<file path="config.mk">
export PLATFORM = sky130hd
export DESIGN_NAME = trg_gate
export DESIGN_NICKNAME = d
export VERILOG_FILES = /design/src/hw/trg_pkg.sv /design/src/hw/trg_gate.sv
export SDC_FILE = /design/constraint.sdc
export NUM_CORES = 1
export LEC_CHECK = 0
export ABC_AREA = 1
export ABC_CLOCK_PERIOD_IN_PS = 2500
export BUFFER_PORTS_ARGS = -buffer_cell sky130_fd_sc_hd__buf_2
export CORE_MARGIN = 5
export CORE_UTILIZATION = 58
export DETAILED_ROUTE_END_ITERATION = 10
export PLACE_DENSITY = 0.77
export SLEW_MARGIN = 20
export SYNTH_ARGS = -nofsm -noshare
export SYNTH_HDL_FRONTEND = slang
export SYNTH_SLANG_ARGS = --single-unit
</file>
<file path="constraint.sdc">
create_clock -name ref_clk -period 2.5 [get_ports ref_clk]
set_input_delay 0.25 -clock ref_clk [delete_from_list [all_inputs] [get_ports ref_clk]]
set_output_delay 0.25 -clock ref_clk [all_outputs]
set_load 0.03 [all_outputs]
</file>
<file path="src/hw/trg_pkg.sv">
// constants and types for the hidden timekeeper enable gate
// assumes a single 125 MHz clock domain and synchronous host strobes
package trg_pkg;
    localparam int          PAT_BITS    = 64;
    localparam int          XFER_BITS   = 64;
    localparam logic [63:0] UNLOCK_PAT  = 64'h5ca3_3ac5_5ca3_3ac5;
    localparam int          CLK_MHZ     = 125;
    localparam int          TICK_HZ     = 100;
    localparam int          TICK_CYC    = CLK_MHZ * 1000000 / TICK_HZ;
    localparam int          SEC_B       = 8;
    localparam int          MIN_B       = 16;
    localparam int          HR_B        = 24;
    localparam int          DOW_B       = 32;
    localparam int          DATE_B      = 40;
    localparam int          MON_B       = 48;
    localparam int          YR_B        = 56;
    localparam int          HR_MODE_BIT = 31;
    localparam int          HR_PM_BIT   = 29;
    localparam logic [63:0] TIME_RST    = 64'h0001_0101_9200_0000;

    typedef enum logic [2:0]
    {
        TRG_MATCH = 3'b001,
        TRG_DEAD  = 3'b010,
        TRG_XFER  = 3'b100
    } trg_state_e;

    typedef struct packed
    {
        logic sel_b;
        logic oe_b;
        logic we_b;
        logic lsb;
    } trg_bus_s;
endpackage

</file>
<file path="src/hw/trg_gate.sv">
// hidden timekeeper gate between host bytewide bus and memory
// assumes host strobes are synchronous to ref_clk, memory type strap is static
`timescale 1ns/1ps
module trg_gate
#(
    parameter int TICK_CYC = trg_pkg::TICK_CYC
)
(
    input  wire logic             ref_clk,
    input  wire logic             rst_b,
    input  wire trg_pkg::trg_bus_s host_bus,
    input  wire logic             rom_mode,
    input  wire logic             power_fail,
    output logic                  memory_select_out_b,
    output logic                  lsb_data_line_o,
    output logic                  lsb_data_line_oe,
    output logic                  clock_open
);
    trg_pkg::trg_state_e st_r, st_nxt;
    logic [6:0]  ptr_r, ptr_nxt;
    logic        sel_d_r, sel_d_nxt;
    logic        wr_d_r, wr_d_nxt;
    logic        lsb_d_r, lsb_d_nxt;
    logic [63:0] tm_r, tm_nxt;
    logic [31:0] tick_r, tick_nxt;
    logic        cs_r, cs_nxt;
    logic        dq_r, dq_nxt;
    logic        dqe_r, dqe_nxt;
    logic        open_r, open_nxt;
    logic        strobe_end;
    logic        is_read;

    // bit offsets of the time fields, local copies of the package values
    localparam int SEC_B       = trg_pkg::SEC_B;
    localparam int MIN_B       = trg_pkg::MIN_B;
    localparam int HR_B        = trg_pkg::HR_B;
    localparam int DOW_B       = trg_pkg::DOW_B;
    localparam int DATE_B      = trg_pkg::DATE_B;
    localparam int MON_B       = trg_pkg::MON_B;
    localparam int YR_B        = trg_pkg::YR_B;
    localparam int HR_MODE_BIT = trg_pkg::HR_MODE_BIT;

    // bcd increment with carry from units into tens, no wrap; callers wrap at top values
    function automatic logic [7:0] bcd_inc(input logic [7:0] v);
        bcd_inc = (v[3:0] == 4'h9) ? {v[7:4] + 4'h1, 4'h0} : {v[7:4], v[3:0] + 4'h1};
    endfunction

    // last date of the month in bcd
    function automatic logic [7:0] month_end(input logic [7:0] mon, input logic [7:0] yr);
        logic leap;
        // even tens with units 0/4/8, or odd tens with units 2/6, is a multiple of four
        leap = ({yr[4], yr[1:0]} == 3'b000) || ({yr[4], yr[1:0]} == 3'b110);
        case (mon)
            8'h02:   month_end = leap ? 8'h29 : 8'h28;
            8'h04, 8'h06, 8'h09, 8'h11: month_end = 8'h30;
            default: month_end = 8'h31;
        endcase
    endfunction

    // one step of the calendar on each hundredth tick
    function automatic logic [63:0] advance(input logic [63:0] t);
        logic [63:0] n;
        logic        carry;
        logic [7:0]  h;
        logic [7:0]  s;
        n = t;
        carry = 1'b0;
        n[7:0] = (t[7:0] == 8'h99) ? 8'h00 : bcd_inc(t[7:0]);
        if (t[7:0] == 8'h99)
        begin
            n[SEC_B+:8] = (t[SEC_B+:8] == 8'h59) ? 8'h00 : bcd_inc(t[SEC_B+:8]);
            carry = (t[SEC_B+:8] == 8'h59);
        end
        if (carry)
        begin
            n[MIN_B+:8] = (t[MIN_B+:8] == 8'h59) ? 8'h00 : bcd_inc(t[MIN_B+:8]);
            carry = (t[MIN_B+:8] == 8'h59);
        end
        if (carry)
        begin
            h = t[HR_B+:8];
            carry = 1'b0;
            if (h[HR_MODE_BIT-HR_B])
            begin
                if (h[4:0] == 5'h12)
                    n[HR_B+:8] = {h[7:5], 5'h01};
                else if (h[4:0] == 5'h11)
                begin
                    n[HR_B+:8] = {h[7:6], ~h[5], 5'h12};
                    carry = h[5];
                end
                else
                begin
                    s = bcd_inc({3'h0, h[4:0]});
                    n[HR_B+:8] = {h[7:5], s[4:0]};
                end
            end
            else
            begin
                carry = (h[5:0] == 6'h23);
                s = bcd_inc({2'h0, h[5:0]});
                n[HR_B+:8] = carry ? {h[7:6], 6'h00} : {h[7:6], s[5:0]};
            end
        end
        if (carry)
        begin
            n[DOW_B+:8] = (t[DOW_B+:8] == 8'h07) ? 8'h01 : bcd_inc(t[DOW_B+:8]);
            n[DATE_B+:8] = bcd_inc(t[DATE_B+:8]);
            carry = (t[DATE_B+:8] == month_end(t[MON_B+:8], t[YR_B+:8]));
            if (carry)
            begin
                n[DATE_B+:8] = 8'h01;
                n[MON_B+:8] = (t[MON_B+:8] == 8'h12) ? 8'h01 : bcd_inc(t[MON_B+:8]);
                if (t[MON_B+:8] == 8'h12)
                    n[YR_B+:8] = (t[YR_B+:8] == 8'h99) ? 8'h00 : bcd_inc(t[YR_B+:8]);
            end
        end
        advance = n;
    endfunction

    // cycle end: select released after being low, outside power fail
    assign strobe_end = sel_d_r && host_bus.sel_b && !power_fail;
    assign is_read    = !wr_d_r;

    // recognition, transfer and timekeeping next values
    always_comb
    begin
        st_nxt    = st_r;
        ptr_nxt   = ptr_r;
        tm_nxt    = tm_r;
        tick_nxt  = tick_r + 32'h1;
        sel_d_nxt = !host_bus.sel_b;
        wr_d_nxt  = sel_d_r ? wr_d_r : !host_bus.we_b;
        lsb_d_nxt = host_bus.lsb;
        if (!host_bus.sel_b && !host_bus.we_b)
            wr_d_nxt = 1'b1;
        if (!host_bus.sel_b && !host_bus.oe_b && host_bus.we_b)
            wr_d_nxt = 1'b0;
        if (tick_r == TICK_CYC - 1)
        begin
            tick_nxt = 32'h0;
            tm_nxt = advance(tm_r);
        end
        if (power_fail)
        begin
            st_nxt  = trg_pkg::TRG_MATCH;
            ptr_nxt = 7'h0;
        end
        else if (strobe_end)
        begin
            case (st_r)
                trg_pkg::TRG_MATCH, trg_pkg::TRG_DEAD:
                begin
                    if (is_read)
                    begin
                        st_nxt  = trg_pkg::TRG_MATCH;
                        ptr_nxt = 7'h0;
                    end
                    else if (st_r == trg_pkg::TRG_MATCH)
                    begin
                        if (lsb_d_r == trg_pkg::UNLOCK_PAT[ptr_r[5:0]])
                        begin
                            ptr_nxt = ptr_r + 7'h1;
                            if (ptr_r == 7'(trg_pkg::PAT_BITS - 1))
                            begin
                                st_nxt  = trg_pkg::TRG_XFER;
                                ptr_nxt = 7'h0;
                            end
                        end
                        else
                            st_nxt = trg_pkg::TRG_DEAD;
                    end
                end
                trg_pkg::TRG_XFER:
                begin
                    if (!is_read)
                        tm_nxt[ptr_r[5:0]] = lsb_d_r;
                    ptr_nxt = ptr_r + 7'h1;
                    if (ptr_r == 7'(trg_pkg::XFER_BITS - 1))
                    begin
                        st_nxt  = trg_pkg::TRG_MATCH;
                        ptr_nxt = 7'h0;
                    end
                end
                default:
                begin
                    st_nxt  = trg_pkg::TRG_MATCH;
                    ptr_nxt = 7'h0;
                end
            endcase
        end
    end

    // memory select and read data drive
    always_comb
    begin
        open_nxt = (st_nxt == trg_pkg::TRG_XFER);
        dq_nxt   = tm_nxt[ptr_nxt[5:0]];
        dqe_nxt  = (st_nxt == trg_pkg::TRG_XFER) && !host_bus.sel_b && !host_bus.oe_b
                   && !power_fail;
        if (power_fail)
            cs_nxt = rom_mode ? 1'b0 : 1'b1;
        else if (st_nxt == trg_pkg::TRG_XFER)
            cs_nxt = 1'b1;
        else
            cs_nxt = host_bus.sel_b;
    end

    // state registers
    always_ff @(posedge ref_clk)
    begin
        if (!rst_b)
        begin
            st_r    <= trg_pkg::TRG_MATCH;
            ptr_r   <= 7'h0;
            sel_d_r <= 1'b0;
            wr_d_r  <= 1'b0;
            lsb_d_r <= 1'b0;
            tm_r    <= trg_pkg::TIME_RST;
            tick_r  <= 32'h0;
            cs_r    <= 1'b1;
            dq_r    <= 1'b0;
            dqe_r   <= 1'b0;
            open_r  <= 1'b0;
        end
        else
        begin
            st_r    <= st_nxt;
            ptr_r   <= ptr_nxt;
            sel_d_r <= sel_d_nxt;
            wr_d_r  <= wr_d_nxt;
            lsb_d_r <= lsb_d_nxt;
            tm_r    <= tm_nxt;
            tick_r  <= tick_nxt;
            cs_r    <= cs_nxt;
            dq_r    <= dq_nxt;
            dqe_r   <= dqe_nxt;
            open_r  <= open_nxt;
        end
    end

    assign memory_select_out_b = cs_r;
    assign lsb_data_line_o     = dq_r;
    assign lsb_data_line_oe    = dqe_r;
    assign clock_open          = open_r;
endmodule

</file>
After elaboration in Yosys (flattened, before gate mapping)
Memories as Yosys holds them, arrays and structs flattened. A register that Yosys moved wholly into a read port is not among the register bits.
Index checks and enable logic that the tools add are counted.
- ROM bits: 64
- bits in registers: 113
- memories kept: 1
- word-level logic and storage cells: 162
- reduce and logical (&&, ||, !) cells: 21
- $add $sub $neg: 19
- $lt $le $gt $ge: 3
- equal/unequal tests: 34
- muxes and demuxes: 70
- bitwise operators: 2
- memories (memory ; depth ; width ; rd ports ; clocked after memory_dff ; wr ports ; RTL line ; source):
    (no name shown) ; 64 ; 1 ; 1 ; 1 ; 0 ; trg_gate.sv:161 ; if (lsb_d_r == trg_pkg::UNLOCK_PAT[ptr_r[5:0]])
- operators by type and width (operator ; number):
    64-bit two-way mux ; 5
    8-bit two-way mux ; 20
    64-bit bitwise mux ; 1
    4-bit by 1-bit adder with 4-bit output, second input constant ; 15
    6-bit two-way mux ; 7
    32-bit by 1-bit adder with 32-bit output, second input constant ; 1
    32-bit by 21-bit equality test with 1-bit output, second input constant ; 1
    4-bit equality test, second input constant ; 8
    32-bit two-way mux ; 1
    7-bit two-way mux ; 4
    8-bit by 3-bit equality test with 1-bit output, second input constant ; 3
    24-bit two-way mux ; 1
    3-bit two-way mux ; 7
    1-bit two-way mux ; 18
    8-bit by 5-bit equality test with 1-bit output, second input constant ; 2
    8-bit by 7-bit equality test with 1-bit output, second input constant ; 2
    8-bit equality test, second input constant ; 2
    6-bit by 7-bit < comparator with 1-bit output, second input constant ; 2
    7-bit case mux with 2 select lines ; 1
    5-bit equality test, second input constant ; 2
    5-bit case mux with 2 select lines ; 1
    3-bit equality test, second input constant ; 3
    1-bit logical AND ; 9
    8-bit by 2-bit equality test with 1-bit output, second input constant ; 1
    24 further kinds ; 32

Logic depth before layout (Yosys ltp)
- word-level depth: 20
- depth in mapped cells: 24
- mapped depth without buffers: 24

Worst setup path before layout
Ideal clock, no wire load.
- path type: reg-to-reg
- from: reg tm_r[24]
- to: reg dq_r (netlist: lsb_data_line_o)
- setup time: 0.131 ns
- stages on the path, launching flop included: 24
- required time: 2.369 ns
- data arrival time: 2.236 ns
- setup slack: 0.133 ns
- cells stage by stage: dfxtp_1 > inv_1 > nor2_1 > nand3_1 > inv_1 > ha_1 > nor2_1 > nor2_1 > nand3_1 > nor2_4 > nand2_4 > buf_2 > o21ai_1 > inv_1 > nand2_1 > nand3_1 > nand3_1 > nand3_1 > nand3_1 > nand2_1 > nor2_1 > nor2_1 > nand2_1 > a21oi_2
- word-level cells in the longest chain between the ends: 15
- ends and longest elaborated chain (item ; RTL line ; source):
    start, declared ; trg_gate.sv:24 ; logic [63:0] tm_r, tm_nxt;
    start signal, assigned ; trg_gate.sv:219 ; tm_r <= trg_pkg::TIME_RST;
    start signal, assigned ; trg_gate.sv:233 ; tm_r <= tm_nxt;
    parallel branches: the longest is 7 deep, another holds 4-bit by 1-bit adder with 4-bit output ; n/a ;
    64-bit two-way mux * ; trg_gate.sv:139 ; if (tick_r == TICK_CYC - 1)
    64-bit bitwise mux ; trg_gate.sv:177 ; tm_nxt[ptr_r[5:0]] = lsb_d_r;
    64-bit two-way mux ; trg_gate.sv:176 ; if (!is_read)
    64-bit two-way mux ; trg_gate.sv:151 ; case (st_r)
    64-bit two-way mux ; trg_gate.sv:149 ; else if (strobe_end)
    64-bit two-way mux * ; trg_gate.sv:144 ; if (power_fail)
    1-bit binary-select mux with 6-bit select * ; trg_gate.sv:198 ; dq_nxt = tm_nxt[ptr_nxt[5:0]];
    1-bit two-way mux (not written as such) * ; trg_gate.sv:198 ;
    end signal, assigned ; trg_gate.sv:236 ; dq_r <= dq_nxt;
    end, declared ; trg_gate.sv:27 ; logic dq_r, dq_nxt;
Every way passes the cells marked *. The select of a mux whose other input is x is not followed.
A chain may end at the register's enable or synchronous reset.

Final worst setup path
- from: reg tick_r[1]
- to: reg dq_r (netlist: lsb_data_line_o)
- word-level cells in the longest chain between the ends: 9
- ends and longest elaborated chain (item ; RTL line ; source):
    start, declared ; trg_gate.sv:25 ; logic [31:0] tick_r, tick_nxt;
    start signal, assigned ; trg_gate.sv:234 ; tick_r <= tick_nxt;
    32-bit by 21-bit equality test with 1-bit output * ; trg_gate.sv:139 ;
    64-bit two-way mux * ; trg_gate.sv:139 ;
    64-bit bitwise mux ; trg_gate.sv:177 ;
    64-bit two-way mux ; trg_gate.sv:176 ;
    64-bit two-way mux ; trg_gate.sv:151 ;
    64-bit two-way mux ; trg_gate.sv:149 ;
    64-bit two-way mux * ; trg_gate.sv:144 ;
    1-bit binary-select mux with 6-bit select * ; trg_gate.sv:198 ;
    1-bit two-way mux (not written as such) * ; trg_gate.sv:198 ;
Every way passes the cells marked *; elsewhere a longest branch is shown, timed or not. The select of a mux whose other input is x is not followed.

==> impl_metrics.toml <==
[run_status]
status = "finished, violations left"
failed_checks = "negative setup slack"

[die]
row_count = 45
die_h_um = 133
start_util_pct = 58.6
ios = 12
die_x_um = 133
dieArea_sq_mm = 0.0178
coreArea_sq_mm = 0.0150

[run]
maxCapViolations = 0

[worst_setup_path]
slowest_delay_ns = 0.37
crit_slowest_cell = "dfxtp_4"
critical_path_class = "reg2reg"
crit_top_cell = "nand3_1"
critPathCaptureType = "register"
start_kind = "register"
cp_data_required_time_ns = 2.86
cp_cell_sequence = "ha_4, nand2_4, inv_2, nand2_2, nor2_4, nand3_2, nor2_4, buf_6, nand2_1, nor2_2, nand3_1, nand2_1, nand3_2, nand3_1, nand3_1, nand2_1, nand3_1, nand3_1, nand3_1, a21oi_2"
crit_arrival_ns = 3.13
cp_max_fo = 7

[synth]
avgSynthCellArea_sq_um = 5.99
synth_edf_count = 0
ys_top_cells_by_area = "dfxtp_1 26%, nand2_1 16%, nand3_1 12%, inv_1 8.1%, nor2_1 7.2%"
yosys.cell_types.count = 47
synthFlopType = "dfxtp_1"
ys_ff_latch = 114
ys.warnings.count = 0
ys_seq_area_share_pct = 25.9
synth_top_area_share_pct = 25.9
syn_nets = 1506
yosys.area.top_type = "dfxtp_1"
synth_cells = 1470
async_flop_share_pct = 0
syn_area_sq_mm = 0.00881

[pwr]
p_switching_mw = 1.04
clkPwrFrac_pct = 56.9
power.density_mw_per_mm2 = 386
p_seq_share_pct = 39.8
pwr-share-comb_pct = 3.3
cellLeakagePower_nw = 5.36
swShare_pct = 22.5
ir_drop_mv = 0.444
p_int_mw = 3.57

[route]
drt_wl_total_um = 32800
viasPerCell = 5.93
drt_iter0_markers = 1481
wl_per_cell_um = 17.2
dr.pass1.iters = 7
postRouteAntennaNets = 0
drcViolationCount = 0
vias = 11300

[sta]
finalSetupViolCount = 9
drv_slew = 0
fmax_mhz = 362
finClkSkew_ns = 0.0103
hold_ws_ns = 0.0102
setup_slack_ns = -0.260
min_period_ns = 2.76
hold_viol = 0
relSlewSlack_pct = 60.2
fin_setup_tns_ns = -1.08
worst_pin_slew_ns = 0.596
fin_crit_sh_pct = 110
rsz0062_at_grt = "yes"

[cells_and_area]
final_nets = 1742
n_antenna_cell = 0
drive_gt1_share_pct = 25.5
area_growth_pct = 35.6
design_area_sq_mm = 0.0119

[clock_network]
clk_latency_ns = 0.43
cts_tree = "built"
htree_levels = 4
clkTransAtPathRegs_ns = 0.06
root_buffer = "clkbuf_16"
numClockSinks = 114
numCtsBuffers = 17
cts_buffer_depth = 2

[place]
pre_cts_slack_ns = -0.145
gp_routability_congestion = 0.980
port_buffers = 11
dp_hpwl_um = 20500
dpl-instance-area_sq_mm = 0.0103

[global_route]
grt_pass1_wl_um = 49500
grt_max_degree = 45
first_global_vias = 10500
gr-usage-all-layers_pct = 34.0
antenna_found_initial = 0
overflow = 0

[hold_path]
hp-class = "in2reg"
-- path summary, 6_finish.rpt --
path                            cells after the start             endpoint      start  slack (ns)
worst max-delay path                               20      lsb_data_line_o  tick_r[1]       -0.26
worst min-delay path                                2  memory_select_out_b   rom_mode        0.01
worst min register to register                      2             ptr_r[6]   ptr_r[6]        0.44
worst max register to register                     20      lsb_data_line_o  tick_r[1]       -0.26
-- cells in the final DEF, fill, tap and decap left out, types with 17 or more instances in the layout --
| master | instances |
|---|---|
| nor2_4 | 22 |
| dfxtp_1 | 102 |
| buf_6 | 19 |
| nor2_1 | 161 |
| ha_1 | 24 |
| a21oi_1 | 73 |
| nand2_1 | 357 |
| nand2_2 | 20 |
| nand3_1 | 194 |
| nor3_1 | 21 |
| nand3_2 | 19 |
| o21ai_0 | 52 |
| inv_1 | 181 |
| nand4_1 | 24 |
| buf_4 | 213 |
| clkbuf_16 | 17 |
| inv_2 | 19 |
-- through the flow --
step	util [%]	total power, mW	instances
6_report	79.5	4.61	1906
5_1_grt	79.5	4.69	1906
4_1_cts	76.7	4.56	1892
3_5_place_dp	68.8	2.00	1814
3_3_place_gp	68.8	2.00	1814
2_1_floorplan	-	1.95	1470
-- synth_stat cells (2+ instances only) --
master    instances
nor2_4           12
inv_1           189
buf_6             5
xnor2_1           6
clkinv_1          5
nor4_1            8
a22oi_1           4
a21oi_1          77
o21ai_1          15
nor2_1          169
a21oi_2           2
xor2_1           13
o221ai_1          2
buf_2            12
nor3_2            6
o211ai_1         15
nand3b_1          6
nor3_1           21
o21ai_0          56
o21ai_2           2
o31ai_1           4
o22ai_1           2
nand4_1          24
nand2_2          11
dfxtp_1         114
or2_2             6
nand3_2           4
ha_1             28
nand3_1         213
inv_2            15
nor2_2           16
buf_4             2
nand2_1         370
a31oi_1           6
clkbuf_1         18
-- power groups by stage --
stage	registers, mW	clock network [mW]	logic (mW)
final	1.84	2.62	0.151
after global routing	1.84	2.70	0.160
after CTS	1.84	2.59	0.135
after detailed placement	1.87	0	0.127
after global placement	1.87	0	0.126
after floorplan	1.87	0	0.0760
-- critical path, delay by kind of cell (launching register included) --
family / cells / cell delay (ns)
AND/OR/NAND/NOR: 16 / 1.78
flip-flops: 1 / 0.37
buffers and inverters: 2 / 0.24
adder cells (fa/ha/maj): 1 / 0.16
AO/OA/AOI/OAI: 1 / 0.13
-- layout make-up --
class                   instances  area (sq um)
multi-input cells            1112          5950
fillers                      1013          3090
flip-flops and latches        114          2300
repair buffers                252          2040
inverters                     209           797
clock buffers                  20           457
well taps                     188           235
clock inverters                11           160
-- state kept, by name, indices dropped and copies added, names as in the netlist, named ones only --
name and count:
lsb_data_line_oe 1, ptr_r 7, clock_open 1, memory_select_out_b 1, lsb_data_line_o 1, tm_r 64
wr_d_r 1, tick_r 32, lsb_d_r 1, sel_d_r 1, st_r 3
-- repair_timing --
| item | 4_1_cts | 5_1_grt |
|---|---|---|
| gates resized for setup | 45 | 89 |
| hold buffers | 2 | 0 |
| pin swaps | 36 | 54 |
| hold endpoints to repair | 2 | 0 |
| setup endpoints to repair | 3 | 13 |
| buffers inserted | 41 | 21 |
| cloned | 4 | 0 |
-- layer usage --
| layer | vias up | global-route usage (%) | part of all wire (%) |
|---|---|---|---|
| li1 | 5260 | - | - |
| met1 | 5086 | 45.0 | 39 |
| met2 | 776 | 54.1 | 45 |
| met3 | 182 | 5.82 | 11 |
| met4 | 0 | 15.6 | 5.3 |
| met5 | - | 0 | 0 |
-- cells by family after synthesis --
group | synth area share, %
AO/OA/AOI/OAI | 12.0
XOR/XNOR | 1.89
adder cells (fa/ha/maj) | 3.98
buffers and inverters | 11.2
flip-flops | 25.9
multiplexers | 0.114
AND/OR/NAND/NOR | 44.9
(Power assumes the default switching activity.)
